**src/inc/adio_pkg.sv**
```systemverilog
/*
 * adio_pkg: constants, port indices and carrier types for the analyzer
 * digital i/o port block.
 * assumes one 125 MHz clock and an APB master with 32-bit data.
 */
//
// Function
// - internal in/out ports at 322h, mostly spare
// - internal out bit 6 resets serial peripherals
// - internal out bit 7 is bus controller reset_n
// - control in 321h: bits 0-5 pins, 6-7 one
// - input bit 0 low requests calibration mode
// - bit 1 span/zero, bit 2 range select
// - bit 3 selects first or second gas
// - control in 325h: spare, bits 6-7 one
// - control out 321h: eight spare bits
// - out 325h: bits 0-3 spare, 4-7 relays
// - relay bit 4 high only while healthy
// - relay bits 5, 6 are limit alarms
// - relay bit 7 shows auto-range 2
// - relays may follow modbus coils instead
// - status bit 0 low while healthy
// - status bit 1 low while reading valid
// - status bit 2 low while calibrating
// - status bits 3-5 echo span, range, gas
// - status port b at 324h all spare
package adio_pkg;

    localparam int ADDR_W = 12;
    localparam int DATA_W = 32;

    // printed port numbers are indices; byte address is four times each
    localparam logic [9:0] IDX_CTRL_A    = 10'h321;
    localparam logic [9:0] IDX_INTERNAL  = 10'h322;
    localparam logic [9:0] IDX_STATUS_A  = 10'h323;
    localparam logic [9:0] IDX_STATUS_B  = 10'h324;
    localparam logic [9:0] IDX_CTRL_B    = 10'h325;
    localparam logic [9:0] IDX_RELAY_CFG = 10'h326;

    localparam int INT_PERIPH_RST_BIT = 6;
    localparam int INT_BUS_RST_N_BIT  = 7;
    localparam int RELAY_LSB          = 4;
    localparam int RELAY_CFG_COIL_BIT = 0;

    localparam logic [7:0] FIXED_ONES   = 8'hc0;
    localparam logic [7:0] RST_INTERNAL = 8'h40;
    localparam logic [7:0] RST_CTRL_A   = 8'h00;
    localparam logic [7:0] RST_STATUS_A = 8'h07;
    localparam logic [7:0] RST_STATUS_B = 8'h00;
    localparam logic [7:0] RST_ALARM    = 8'h00;
    localparam logic [7:0] RST_RELAY_CFG = 8'h00;

    typedef struct packed {
        logic ext_gas_select;
        logic ext_range_select;
        logic ext_span_zero_select;
        logic ext_calibrate_request_n;
    } adio_cal_in_t;

    typedef struct packed {
        logic autorange_indicator;
        logic limit_two_alarm;
        logic limit_one_alarm;
        logic health_relay;
    } adio_relay_t;

    typedef struct packed {
        logic coil_relay_d;
        logic coil_relay_c;
        logic coil_relay_b;
        logic coil_relay_a;
    } adio_coil_t;

    typedef struct packed {
        logic [1:0] spare;
        logic       gas_status;
        logic       range_status;
        logic       span_zero_status;
        logic       calibrating_status_n;
        logic       reading_valid_n;
        logic       health_status_n;
    } adio_status_t;

endpackage

```
**src/rtl/adio_ports.sv**
```systemverilog
/*
 * adio_ports: APB slave holding the analyzer digital input and output
 * ports, the status latches and the alarm relay drive with coil override.
 * assumes pins already synchronous to pclk and an APB master that holds
 * each request until pready.
 */
module adio_ports (
    // clock and reset
    input  wire  logic                      pclk,
    input  wire  logic                      presetn,
    // apb slave
    input  wire  logic                      psel,
    input  wire  logic                      penable,
    input  wire  logic                      pwrite,
    input  wire  logic [adio_pkg::ADDR_W-1:0] paddr,
    input  wire  logic [adio_pkg::DATA_W-1:0] pwdata,
    output logic [adio_pkg::DATA_W-1:0]       prdata,
    output logic                            pready,
    output logic                            pslverr,
    // contact closure and spare inputs
    input  wire  adio_pkg::adio_cal_in_t    ext_cal,
    input  wire  logic [1:0]                ctrl_a_spare_in,
    input  wire  logic [5:0]                ctrl_b_spare_in,
    input  wire  logic [7:0]                internal_in,
    // modbus coils
    input  wire  adio_pkg::adio_coil_t      coil_in,
    // serial peripheral resets and internal spare outputs
    output logic                            periph_reset,
    output logic                            bus_controller_hw_reset_n,
    output logic [5:0]                      internal_spare_out,
    // control, status and relay outputs
    output logic [7:0]                      ctrl_a_out,
    output logic [3:0]                      ctrl_b_spare_out,
    output adio_pkg::adio_relay_t           relay_out,
    output adio_pkg::adio_status_t          status_a_out,
    output logic [7:0]                      status_b_out
);
    import adio_pkg::*;

    ////////////////////////////////////////////////////////////////////////
    // decode

    function automatic logic hit(input logic [ADDR_W-1:0] a,
                                 input logic [9:0]        idx);
        hit = (a == {idx, 2'b00});
    endfunction

    function automatic logic mapped(input logic [ADDR_W-1:0] a);
        mapped = hit(a, IDX_CTRL_A) || hit(a, IDX_INTERNAL) ||
                 hit(a, IDX_STATUS_A) || hit(a, IDX_STATUS_B) ||
                 hit(a, IDX_CTRL_B) || hit(a, IDX_RELAY_CFG);
    endfunction

    logic        setup;
    logic        access;
    logic        wr_take;
    logic [7:0]  wbyte;
    logic [7:0]  internal_q;
    logic [7:0]  alarm_q;
    logic [7:0]  relay_cfg_q;
    logic [7:0]  next_rd;
    logic        coil_mode;

    assign setup     = psel && !penable;
    assign access    = psel && penable && pready;
    assign wr_take   = access && pwrite && mapped(paddr);
    assign wbyte     = pwdata[7:0];
    assign coil_mode = relay_cfg_q[RELAY_CFG_COIL_BIT];

    ////////////////////////////////////////////////////////////////////////
    // apb handshake: one wait-free access phase, answered from flops

    always_ff @(posedge pclk or negedge presetn) begin
        if (!presetn) begin
            pready  <= 1'b0;
            pslverr <= 1'b0;
        end else begin
            pready  <= setup;
            pslverr <= setup && !mapped(paddr);
        end
    end

    // read mux; shared indices return pins, not the latch
    always_comb begin
        next_rd = 8'h00;
        if (hit(paddr, IDX_CTRL_A)) begin
            // contacts on bits 3:0
            next_rd = FIXED_ONES | {2'b00, ctrl_a_spare_in, ext_cal};
        end else if (hit(paddr, IDX_INTERNAL)) begin
            next_rd = internal_in;
        end else if (hit(paddr, IDX_STATUS_A)) begin
            next_rd = status_a_out;
        end else if (hit(paddr, IDX_STATUS_B)) begin
            next_rd = status_b_out;
        end else if (hit(paddr, IDX_CTRL_B)) begin
            next_rd = FIXED_ONES | {2'b00, ctrl_b_spare_in};
        end else if (hit(paddr, IDX_RELAY_CFG)) begin
            next_rd = {relay_out, 3'b000, coil_mode};
        end
    end

    always_ff @(posedge pclk or negedge presetn) begin
        if (!presetn) begin
            prdata <= '0;
        end else if (setup && !pwrite) begin
            prdata <= {{(DATA_W-8){1'b0}}, next_rd};
        end
    end

    ////////////////////////////////////////////////////////////////////////
    // internal port: peripheral resets

    always_ff @(posedge pclk or negedge presetn) begin
        if (!presetn) begin
            internal_q <= RST_INTERNAL;
        end else if (wr_take && hit(paddr, IDX_INTERNAL)) begin
            internal_q <= wbyte;
        end
    end

    // reset holds peripherals and the bus controller down until software
    // releases them
    assign periph_reset              = internal_q[INT_PERIPH_RST_BIT];
    assign bus_controller_hw_reset_n = internal_q[INT_BUS_RST_N_BIT];
    assign internal_spare_out        = internal_q[5:0];

    ////////////////////////////////////////////////////////////////////////
    // control and status latches

    always_ff @(posedge pclk or negedge presetn) begin
        if (!presetn) begin
            ctrl_a_out <= RST_CTRL_A;
        end else if (wr_take && hit(paddr, IDX_CTRL_A)) begin
            ctrl_a_out <= wbyte;
        end
    end

    // firmware writes the health, validity and calibration echo bits
    always_ff @(posedge pclk or negedge presetn) begin
        if (!presetn) begin
            status_a_out <= RST_STATUS_A;
        end else if (wr_take && hit(paddr, IDX_STATUS_A)) begin
            status_a_out <= wbyte;
        end
    end

    always_ff @(posedge pclk or negedge presetn) begin
        if (!presetn) begin
            status_b_out <= RST_STATUS_B;
        end else if (wr_take && hit(paddr, IDX_STATUS_B)) begin
            status_b_out <= wbyte;
        end
    end

    ////////////////////////////////////////////////////////////////////////
    // alarm relays with coil override

    always_ff @(posedge pclk or negedge presetn) begin
        if (!presetn) begin
            alarm_q <= RST_ALARM;
        end else if (wr_take && hit(paddr, IDX_CTRL_B)) begin
            alarm_q <= wbyte;
        end
    end

    always_ff @(posedge pclk or negedge presetn) begin
        if (!presetn) begin
            relay_cfg_q <= RST_RELAY_CFG;
        end else if (wr_take && hit(paddr, IDX_RELAY_CFG)) begin
            relay_cfg_q <= {7'h00, wbyte[RELAY_CFG_COIL_BIT]};
        end
    end

    assign ctrl_b_spare_out = alarm_q[3:0];

    // relay pins re-registered so a coil change lands one clock later,
    // never glitching through the mux
    always_ff @(posedge pclk or negedge presetn) begin
        if (!presetn) begin
            relay_out <= '0;
        end else if (coil_mode) begin
            relay_out <= coil_in;
        end else begin
            relay_out <= alarm_q[7:RELAY_LSB];
        end
    end

    ////////////////////////////////////////////////////////////////////////
    // checks

    a_ready_pulse: assert property (@(posedge pclk) disable iff (!presetn)
        pready |=> !pready)
        else $error("pready held longer than one cycle");

    a_ready_after_setup: assert property (@(posedge pclk)
        disable iff (!presetn)
        (psel && !penable) |=> pready)
        else $error("no answer one cycle after setup");

    a_unmapped_error: assert property (@(posedge pclk)
        disable iff (!presetn)
        (psel && !penable && !mapped(paddr)) |=> (pready && pslverr))
        else $error("unmapped address not flagged");

    a_internal_read: assert property (@(posedge pclk)
        disable iff (!presetn)
        (access && !pwrite && hit(paddr, IDX_INTERNAL))
        |-> prdata[7:0] == $past(internal_in))
        else $error("internal input read mismatch");

    a_periph_reset_wr: assert property (@(posedge pclk)
        disable iff (!presetn)
        (access && pwrite && hit(paddr, IDX_INTERNAL))
        |=> periph_reset == $past(pwdata[6]))
        else $error("peripheral reset not taken from bit 6");

    a_bus_reset_wr: assert property (@(posedge pclk)
        disable iff (!presetn)
        (access && pwrite && hit(paddr, IDX_INTERNAL))
        |=> bus_controller_hw_reset_n == $past(pwdata[7]))
        else $error("bus controller reset not taken from bit 7");

    a_ctrl_a_ones: assert property (@(posedge pclk)
        disable iff (!presetn)
        (access && !pwrite && hit(paddr, IDX_CTRL_A))
        |-> prdata[7:6] == 2'b11 && prdata[31:8] == '0)
        else $error("control input a top bits not one");

    a_ctrl_a_pins: assert property (@(posedge pclk)
        disable iff (!presetn)
        (access && !pwrite && hit(paddr, IDX_CTRL_A))
        |-> prdata[3:0] == $past(ext_cal))
        else $error("calibration contacts not on bits 0-3");

    a_ctrl_b_read: assert property (@(posedge pclk)
        disable iff (!presetn)
        (access && !pwrite && hit(paddr, IDX_CTRL_B))
        |-> prdata[7:0] == {2'b11, $past(ctrl_b_spare_in)})
        else $error("control input b read mismatch");

    a_ctrl_a_write: assert property (@(posedge pclk)
        disable iff (!presetn)
        (access && pwrite && hit(paddr, IDX_CTRL_A))
        |=> ctrl_a_out == $past(pwdata[7:0]))
        else $error("control output a not latched");

    a_relay_latch: assert property (@(posedge pclk)
        disable iff (!presetn)
        (access && pwrite && hit(paddr, IDX_CTRL_B) && !coil_mode)
        |=> ##1 relay_out == $past(pwdata[7:4], 2))
        else $error("relay pins not following alarm latch");

    a_relay_coil: assert property (@(posedge pclk)
        disable iff (!presetn)
        coil_mode |=> relay_out == $past(coil_in))
        else $error("relay pins not following coils");

    a_status_a_wr: assert property (
        @(posedge pclk) disable iff (!presetn)
        (access && pwrite && hit(paddr, IDX_STATUS_A))
        |=> status_a_out == $past(pwdata[7:0]))
        else $error("status a not latched");

    a_status_b_hold: assert property (@(posedge pclk)
        disable iff (!presetn)
        !(access && pwrite && hit(paddr, IDX_STATUS_B))
        |=> $stable(status_b_out))
        else $error("status b changed without a write");

    a_shared_no_wr: assert property (@(posedge pclk)
        disable iff (!presetn)
        (access && !pwrite && hit(paddr, IDX_INTERNAL))
        |=> $stable(internal_q))
        else $error("read disturbed internal output latch");

    a_upper_zero: assert property (@(posedge pclk)
        disable iff (!presetn)
        access
        |-> prdata[31:8] == '0)
        else $error("read data upper bits not zero");

    a_unmapped_zero: assert property (@(posedge pclk)
        disable iff (!presetn)
        (access && !pwrite && !mapped(paddr))
        |-> prdata == '0)
        else $error("unmapped read returned data");

    a_mapped_no_err: assert property (@(posedge pclk)
        disable iff (!presetn)
        (psel && !penable && mapped(paddr))
        |=> (pready && !pslverr))
        else $error("mapped address flagged as error");

    a_unmapped_no_wr: assert property (@(posedge pclk)
        disable iff (!presetn)
        (access && pwrite && !mapped(paddr))
        |=> $stable(internal_q) && $stable(ctrl_a_out) && $stable(alarm_q))
        else $error("unmapped write changed a latch");

    a_spare_out_wr: assert property (@(posedge pclk)
        disable iff (!presetn)
        (access && pwrite && hit(paddr, IDX_INTERNAL))
        |=> internal_spare_out == $past(pwdata[5:0]))
        else $error("internal spare outputs not latched");

    a_ctrl_b_out_wr: assert property (@(posedge pclk)
        disable iff (!presetn)
        (access && pwrite && hit(paddr, IDX_CTRL_B))
        |=> ctrl_b_spare_out == $past(pwdata[3:0]))
        else $error("spare control outputs not latched");

    a_ctrl_a_spare: assert property (@(posedge pclk)
        disable iff (!presetn)
        (access && !pwrite && hit(paddr, IDX_CTRL_A))
        |-> prdata[5:4] == $past(ctrl_a_spare_in))
        else $error("spare control inputs not on bits 4-5");

    a_status_b_wr: assert property (@(posedge pclk)
        disable iff (!presetn)
        (access && pwrite && hit(paddr, IDX_STATUS_B))
        |=> status_b_out == $past(pwdata[7:0]))
        else $error("status b not latched");

    a_status_a_hold: assert property (
        @(posedge pclk) disable iff (!presetn)
        !(access && pwrite && hit(paddr, IDX_STATUS_A))
        |=> $stable(status_a_out))
        else $error("status a changed without a write");

    a_ctrl_a_hold: assert property (@(posedge pclk)
        disable iff (!presetn)
        !(access && pwrite && hit(paddr, IDX_CTRL_A))
        |=> $stable(ctrl_a_out))
        else $error("control output a changed without a write");

    a_internal_hold: assert property (@(posedge pclk)
        disable iff (!presetn)
        !(access && pwrite && hit(paddr, IDX_INTERNAL))
        |=> $stable(internal_q))
        else $error("reset outputs changed without a write");

    a_relay_cfg_read: assert property (@(posedge pclk)
        disable iff (!presetn)
        (access && !pwrite && hit(paddr, IDX_RELAY_CFG))
        |-> prdata[7:0] == {$past(relay_out), 3'b000, $past(coil_mode)})
        else $error("relay configuration read mismatch");

    a_relay_alarm: assert property (@(posedge pclk)
        disable iff (!presetn)
        !coil_mode |=> relay_out == $past(alarm_q[7:RELAY_LSB]))
        else $error("relay pins not following alarm latch");

    a_status_a_read: assert property (@(posedge pclk)
        disable iff (!presetn)
        (access && !pwrite && hit(paddr, IDX_STATUS_A))
        |-> prdata[7:0] == $past(status_a_out))
        else $error("status a read mismatch");

    c_cal_read: cover property (@(posedge pclk) disable iff (!presetn)
        access && !pwrite && hit(paddr, IDX_CTRL_A) && !prdata[0]);

    c_coil_mode: cover property (@(posedge pclk) disable iff (!presetn)
        coil_mode ##1 relay_out == 4'hf);

    c_release_reset: cover property (@(posedge pclk) disable iff (!presetn)
        !bus_controller_hw_reset_n ##1 bus_controller_hw_reset_n);

    c_back_to_back: cover property (@(posedge pclk) disable iff (!presetn)
        access ##1 (psel && !penable) ##1 access);

    c_unmapped: cover property (@(posedge pclk) disable iff (!presetn)
        pready && pslverr);

endmodule // adio_ports

```
**config.mk**
```make
export PLATFORM = sky130hd
export DESIGN_NAME = adio_ports
export DESIGN_NICKNAME = d
export VERILOG_FILES = /design/src/inc/adio_pkg.sv /design/src/rtl/adio_ports.sv
export SDC_FILE = /design/constraint.sdc
export NUM_CORES = 1
export LEC_CHECK = 0
export BUFFER_PORTS_ARGS = -buffer_cell sky130_fd_sc_hd__buf_2
export CAP_MARGIN = 20
export CORE_MARGIN = 2
export CORE_UTILIZATION = 25
export CTS_CLUSTER_SIZE = 8
export DETAILED_ROUTE_END_ITERATION = 10
export SYNTH_ARGS = -nofsm -noshare
export SYNTH_HDL_FRONTEND = slang
export SYNTH_SLANG_ARGS = --single-unit
```
**constraint.sdc**
```tcl
create_clock -name pclk -period 5.5 [get_ports pclk]
set_clock_uncertainty 0.2 [all_clocks]
set_input_delay 1.375 -clock pclk [delete_from_list [all_inputs] [get_ports pclk]]
set_output_delay 1.375 -clock pclk [all_outputs]
set_load 0.005 [all_outputs]
```
==> run metrics <==
Worst Setup Start Kind=input port; Power Density=222.7 mW/mm^2; Clk network pwr share=37.5%; top flip-flop cell by instance count after synthesis=sky130_fd_sc_hd__dfrtp_1; wire length of the first global-routing pass=10,940 um; unrepaired setup endpoints after global routing=false; worst hold path type=flip-flop to flip-flop; reported net switching power=0.1764 mW; Port Buffer Count=98; sort of element at the end of the critical path=flip-flop; cell area after synthesis=0.002760 mm^2; Routed Wire Length=7445 um; R2R Path End=alarm_q[0]; Core Footprint=0.01079 mm^2; commonest cells in the synthesized netlist=sky130_fd_sc_hd__dfrtp_1, sky130_fd_sc_hd__mux2_2, sky130_fd_sc_hd__buf_4, sky130_fd_sc_hd__nand2_1, sky130_fd_sc_hd__o21ai_0; total area of multi-input combinational cells=0.001209 mm^2; cell with the most instances after synthesis=sky130_fd_sc_hd__dfrtp_1; CTS tree=done; time the worst path needs with I/O delays and setup=3.495 ns; post-synthesis to final-layout area growth=22.48%; post-synthesis cell type count=40; combinational fraction of design power=8.6%; buffer cell driving the clock tree root=sky130_fd_sc_hd__clkbuf_8; critical path depth in cells=5; vias after detailed routing=2,043; Total Neg Setup Slack=0 ns; initial DRC count=80; Final Max Tran Viols=0; cell depth of the worst flop-to-flop path=4; count of mapped cells out of synthesis=232; H-tree level count=2; mean area per synthesized cell=11.90 um^2; Net Sw Frac=23.42%; worst slew margin relative to its limit=47.71%; final hold violation count=0; origin of the critical flop-to-flop path=pready; startpoint of the worst hold path=prdata[6]; proportion of layout cells with a drive suffix above 1=50.61%; proportion of power drawn by flip-flops and latches=53.9%; Slowest-stage cell, CP=sky130_fd_sc_hd__and4b_1; worst-case register-to-register setup slack=3.21 ns; maximum count of clock buffers along a single path=2; total of max-cap violations=0; number of synthesized flops with an enable pin=0; largest stage delay on the critical path=0.66 ns; cts repair resizes=0; internal cell power=0.5766 mW; number of vias per cell=4.384; Placer Congestion=0.7099; ranking of synthesized cells by area=sky130_fd_sc_hd__dfrtp_1, sky130_fd_sc_hd__mux2_2, sky130_fd_sc_hd__buf_4; GR Util All Layers=12.55%; final count of negative-setup-slack endpoints=0; FMAX=286.1 MHz; via count of the first global-routing pass=1,972; portion of the post-synthesis area used by sequential elements=50.05%; DR DRC count=0; crit path max fanout=8; worst setup slack before clock tree synthesis=1.622 ns; antenna diode count=0; biggest area consumer among synthesized cells=sky130_fd_sc_hd__dfrtp_1; Synth top area share=46.24%; detailed-placement wirelength estimate=5772 um; drt wl/cell=15.98 um; final antenna-violating net count=0; router iterations before antenna repair=4; Synth Register Bits=55; cell class contributing the biggest share of worst-path delay=simple AND/OR/NAND/NOR gates; number of top-level pins=147; count of nets after finishing=398; number of antenna violations at the first check in global routing=1; warnings from Yosys=0; Static Leakage=1.810 nW; starting utilization of the core area=25.57%; FILL cells=1,138; clock insertion delay at the later pin of the skew report=0.31 ns; result of the run=complete, no violations; ordered cell list for the critical path=buf_2 > or3_4 > nor4_4 > and4b_1 > mux2_2; floorplan die area=0.01190 mm^2; worst endpoint data arrival time=3.50 ns; final setup slack of the worst path=2.005 ns; Chip Height=109.1 um; Storage cell area=0.001381 mm^2; Critical Setup Path Class=input port to flip-flop; worst path required time=5.50 ns; clock-pin slew on the worst setup and hold paths=0.10 ns; number of buffers created by CTS=5; worst path bufs/invs=1; Die X-Extent=109.1 um; maximum number of pins on one net before global-route repair=56; VDD IR-drop max=0.1140 mV; source of the critical timing path=paddr[9]; number of buffers inserted for hold repair after clock tree synthesis=0; total overflow reported by the global router=0; row cnt=38; async set or reset register ratio after synthesis=100.0%; Tcrit/Tclk final=63.54%; clock sinks=55; transition at the pin with the smallest max-transition slack=0.7827 ns; timing endpoint of the critical path=alarm_q[0]; post-CTS setup-driven buffer insertion count=0
## power by group through the flow
stage / Clock (mW) / Combinational, mW / Sequential [mW]
2_1_floorplan: 0 / 0.0389 / 0.414
3_3_place_gp: 0 / 0.0651 / 0.413
3_5_place_dp: 0 / 0.0660 / 0.413
4_1_cts: 0.298 / 0.0662 / 0.406
5_1_grt: 0.309 / 0.0741 / 0.406
6_report: 0.283 / 0.0647 / 0.406
## per-stage QoR
stage | area (um^2) | util, % | total power, mW | hold slack (ns) | instances
floorplan | 2846 | - | 0.4525 | 0.2726 | 255
global placement | 3263 | 30.23 | 0.4785 | 0.2652 | 458
detailed placement | 3263 | 30.23 | 0.4794 | 0.2665 | 458
CTS | 3381 | 31.32 | 0.7695 | 0.2917 | 466
global route | 3381 | 31.32 | 0.7884 | 0.3300 | 466
finish | 3381 | 31.32 | 0.7529 | 0.2866 | 466
## routing by layer
metal	track usage (%)	up-vias	share of wire (%)	routed length [um]
met2	21.25	77	49	3660
met5	0	-	0	0
met4	3.114	0	0.67	50
li1	-	970	-	-
met1	15.62	992	43	3198
met3	3.706	4	7.2	537
## registers in the layout, indices dropped and copies added (netlist names)
register and flops:
pready 1, alarm_q 8, ctrl_a_out 8, status_b_out 8, relay_cfg_q 1, internal_q 8, status_a_out 8, relay_out 4
prdata 8, pslverr 1
## how the worst min path moves through the flow
| stage | endpoint | cells after the start |
|---|---|---|
| floorplan | prdata[1] | 2 |
| global placement | prdata[3] | 2 |
| detailed placement | prdata[6] | 2 |
| CTS | prdata[6] | 2 |
| global route | prdata[2] | 2 |
| finish | prdata[6] | 2 |
## logic make-up (layout without fill, tap and decap cells)
kind of cell | count (synthesis) | after routing | synth area share, %
buffers and inverters | 36 | 107 | 9.293
DFF | 55 | 55 | 50.05
AOI/OAI and AO/OA | 32 | 32 | 7.525
muxes | 50 | 50 | 20.17
and+or+nand+nor | 58 | 58 | 12.83
other | 1 | 24 | 0.1359
## worst register-to-register path, cell delays in order (launching register included)
cell,delay (ns)
sky130_fd_sc_hd__dfrtp_1,0.36
sky130_fd_sc_hd__nand4_1,0.15
sky130_fd_sc_hd__nor4_4,0.41
sky130_fd_sc_hd__and4b_1,0.66
sky130_fd_sc_hd__mux2_2,0.40
## layout by cell type (no fill, tap or decap), drive strengths merged, types with 2 or more instances in the layout
cell | Yosys | layout
nor3 | 3 | 3
nor2 | 4 | 4
a2bb2oi | 2 | 2
nor2b | 8 | 8
o22ai | 3 | 3
nand2 | 17 | 17
mux2i | 5 | 5
a221oi | 4 | 4
dfstp | 4 | 4
nand2b | 6 | 6
o21ai | 11 | 11
and3 | 3 | 3
dfrtp | 51 | 51
clkbuf | 3 | 6
mux2 | 45 | 45
nor4 | 6 | 6
o31ai | 2 | 2
buf | 33 | 99
or3b | 2 | 2
conb | 1 | 24
o211ai | 4 | 4
a21oi | 4 | 4
## final cells by class
cell class / instances / area share, %
timing repair buffer: 99 / 14.73
clock inverter: 2 / 1.036
tap: 140 / 5.181
multi-input combinational: 164 / 35.75
clock buffer: 6 / 2.443
sequential: 55 / 40.86
Note: power is estimated with default switching activity, not from simulation.
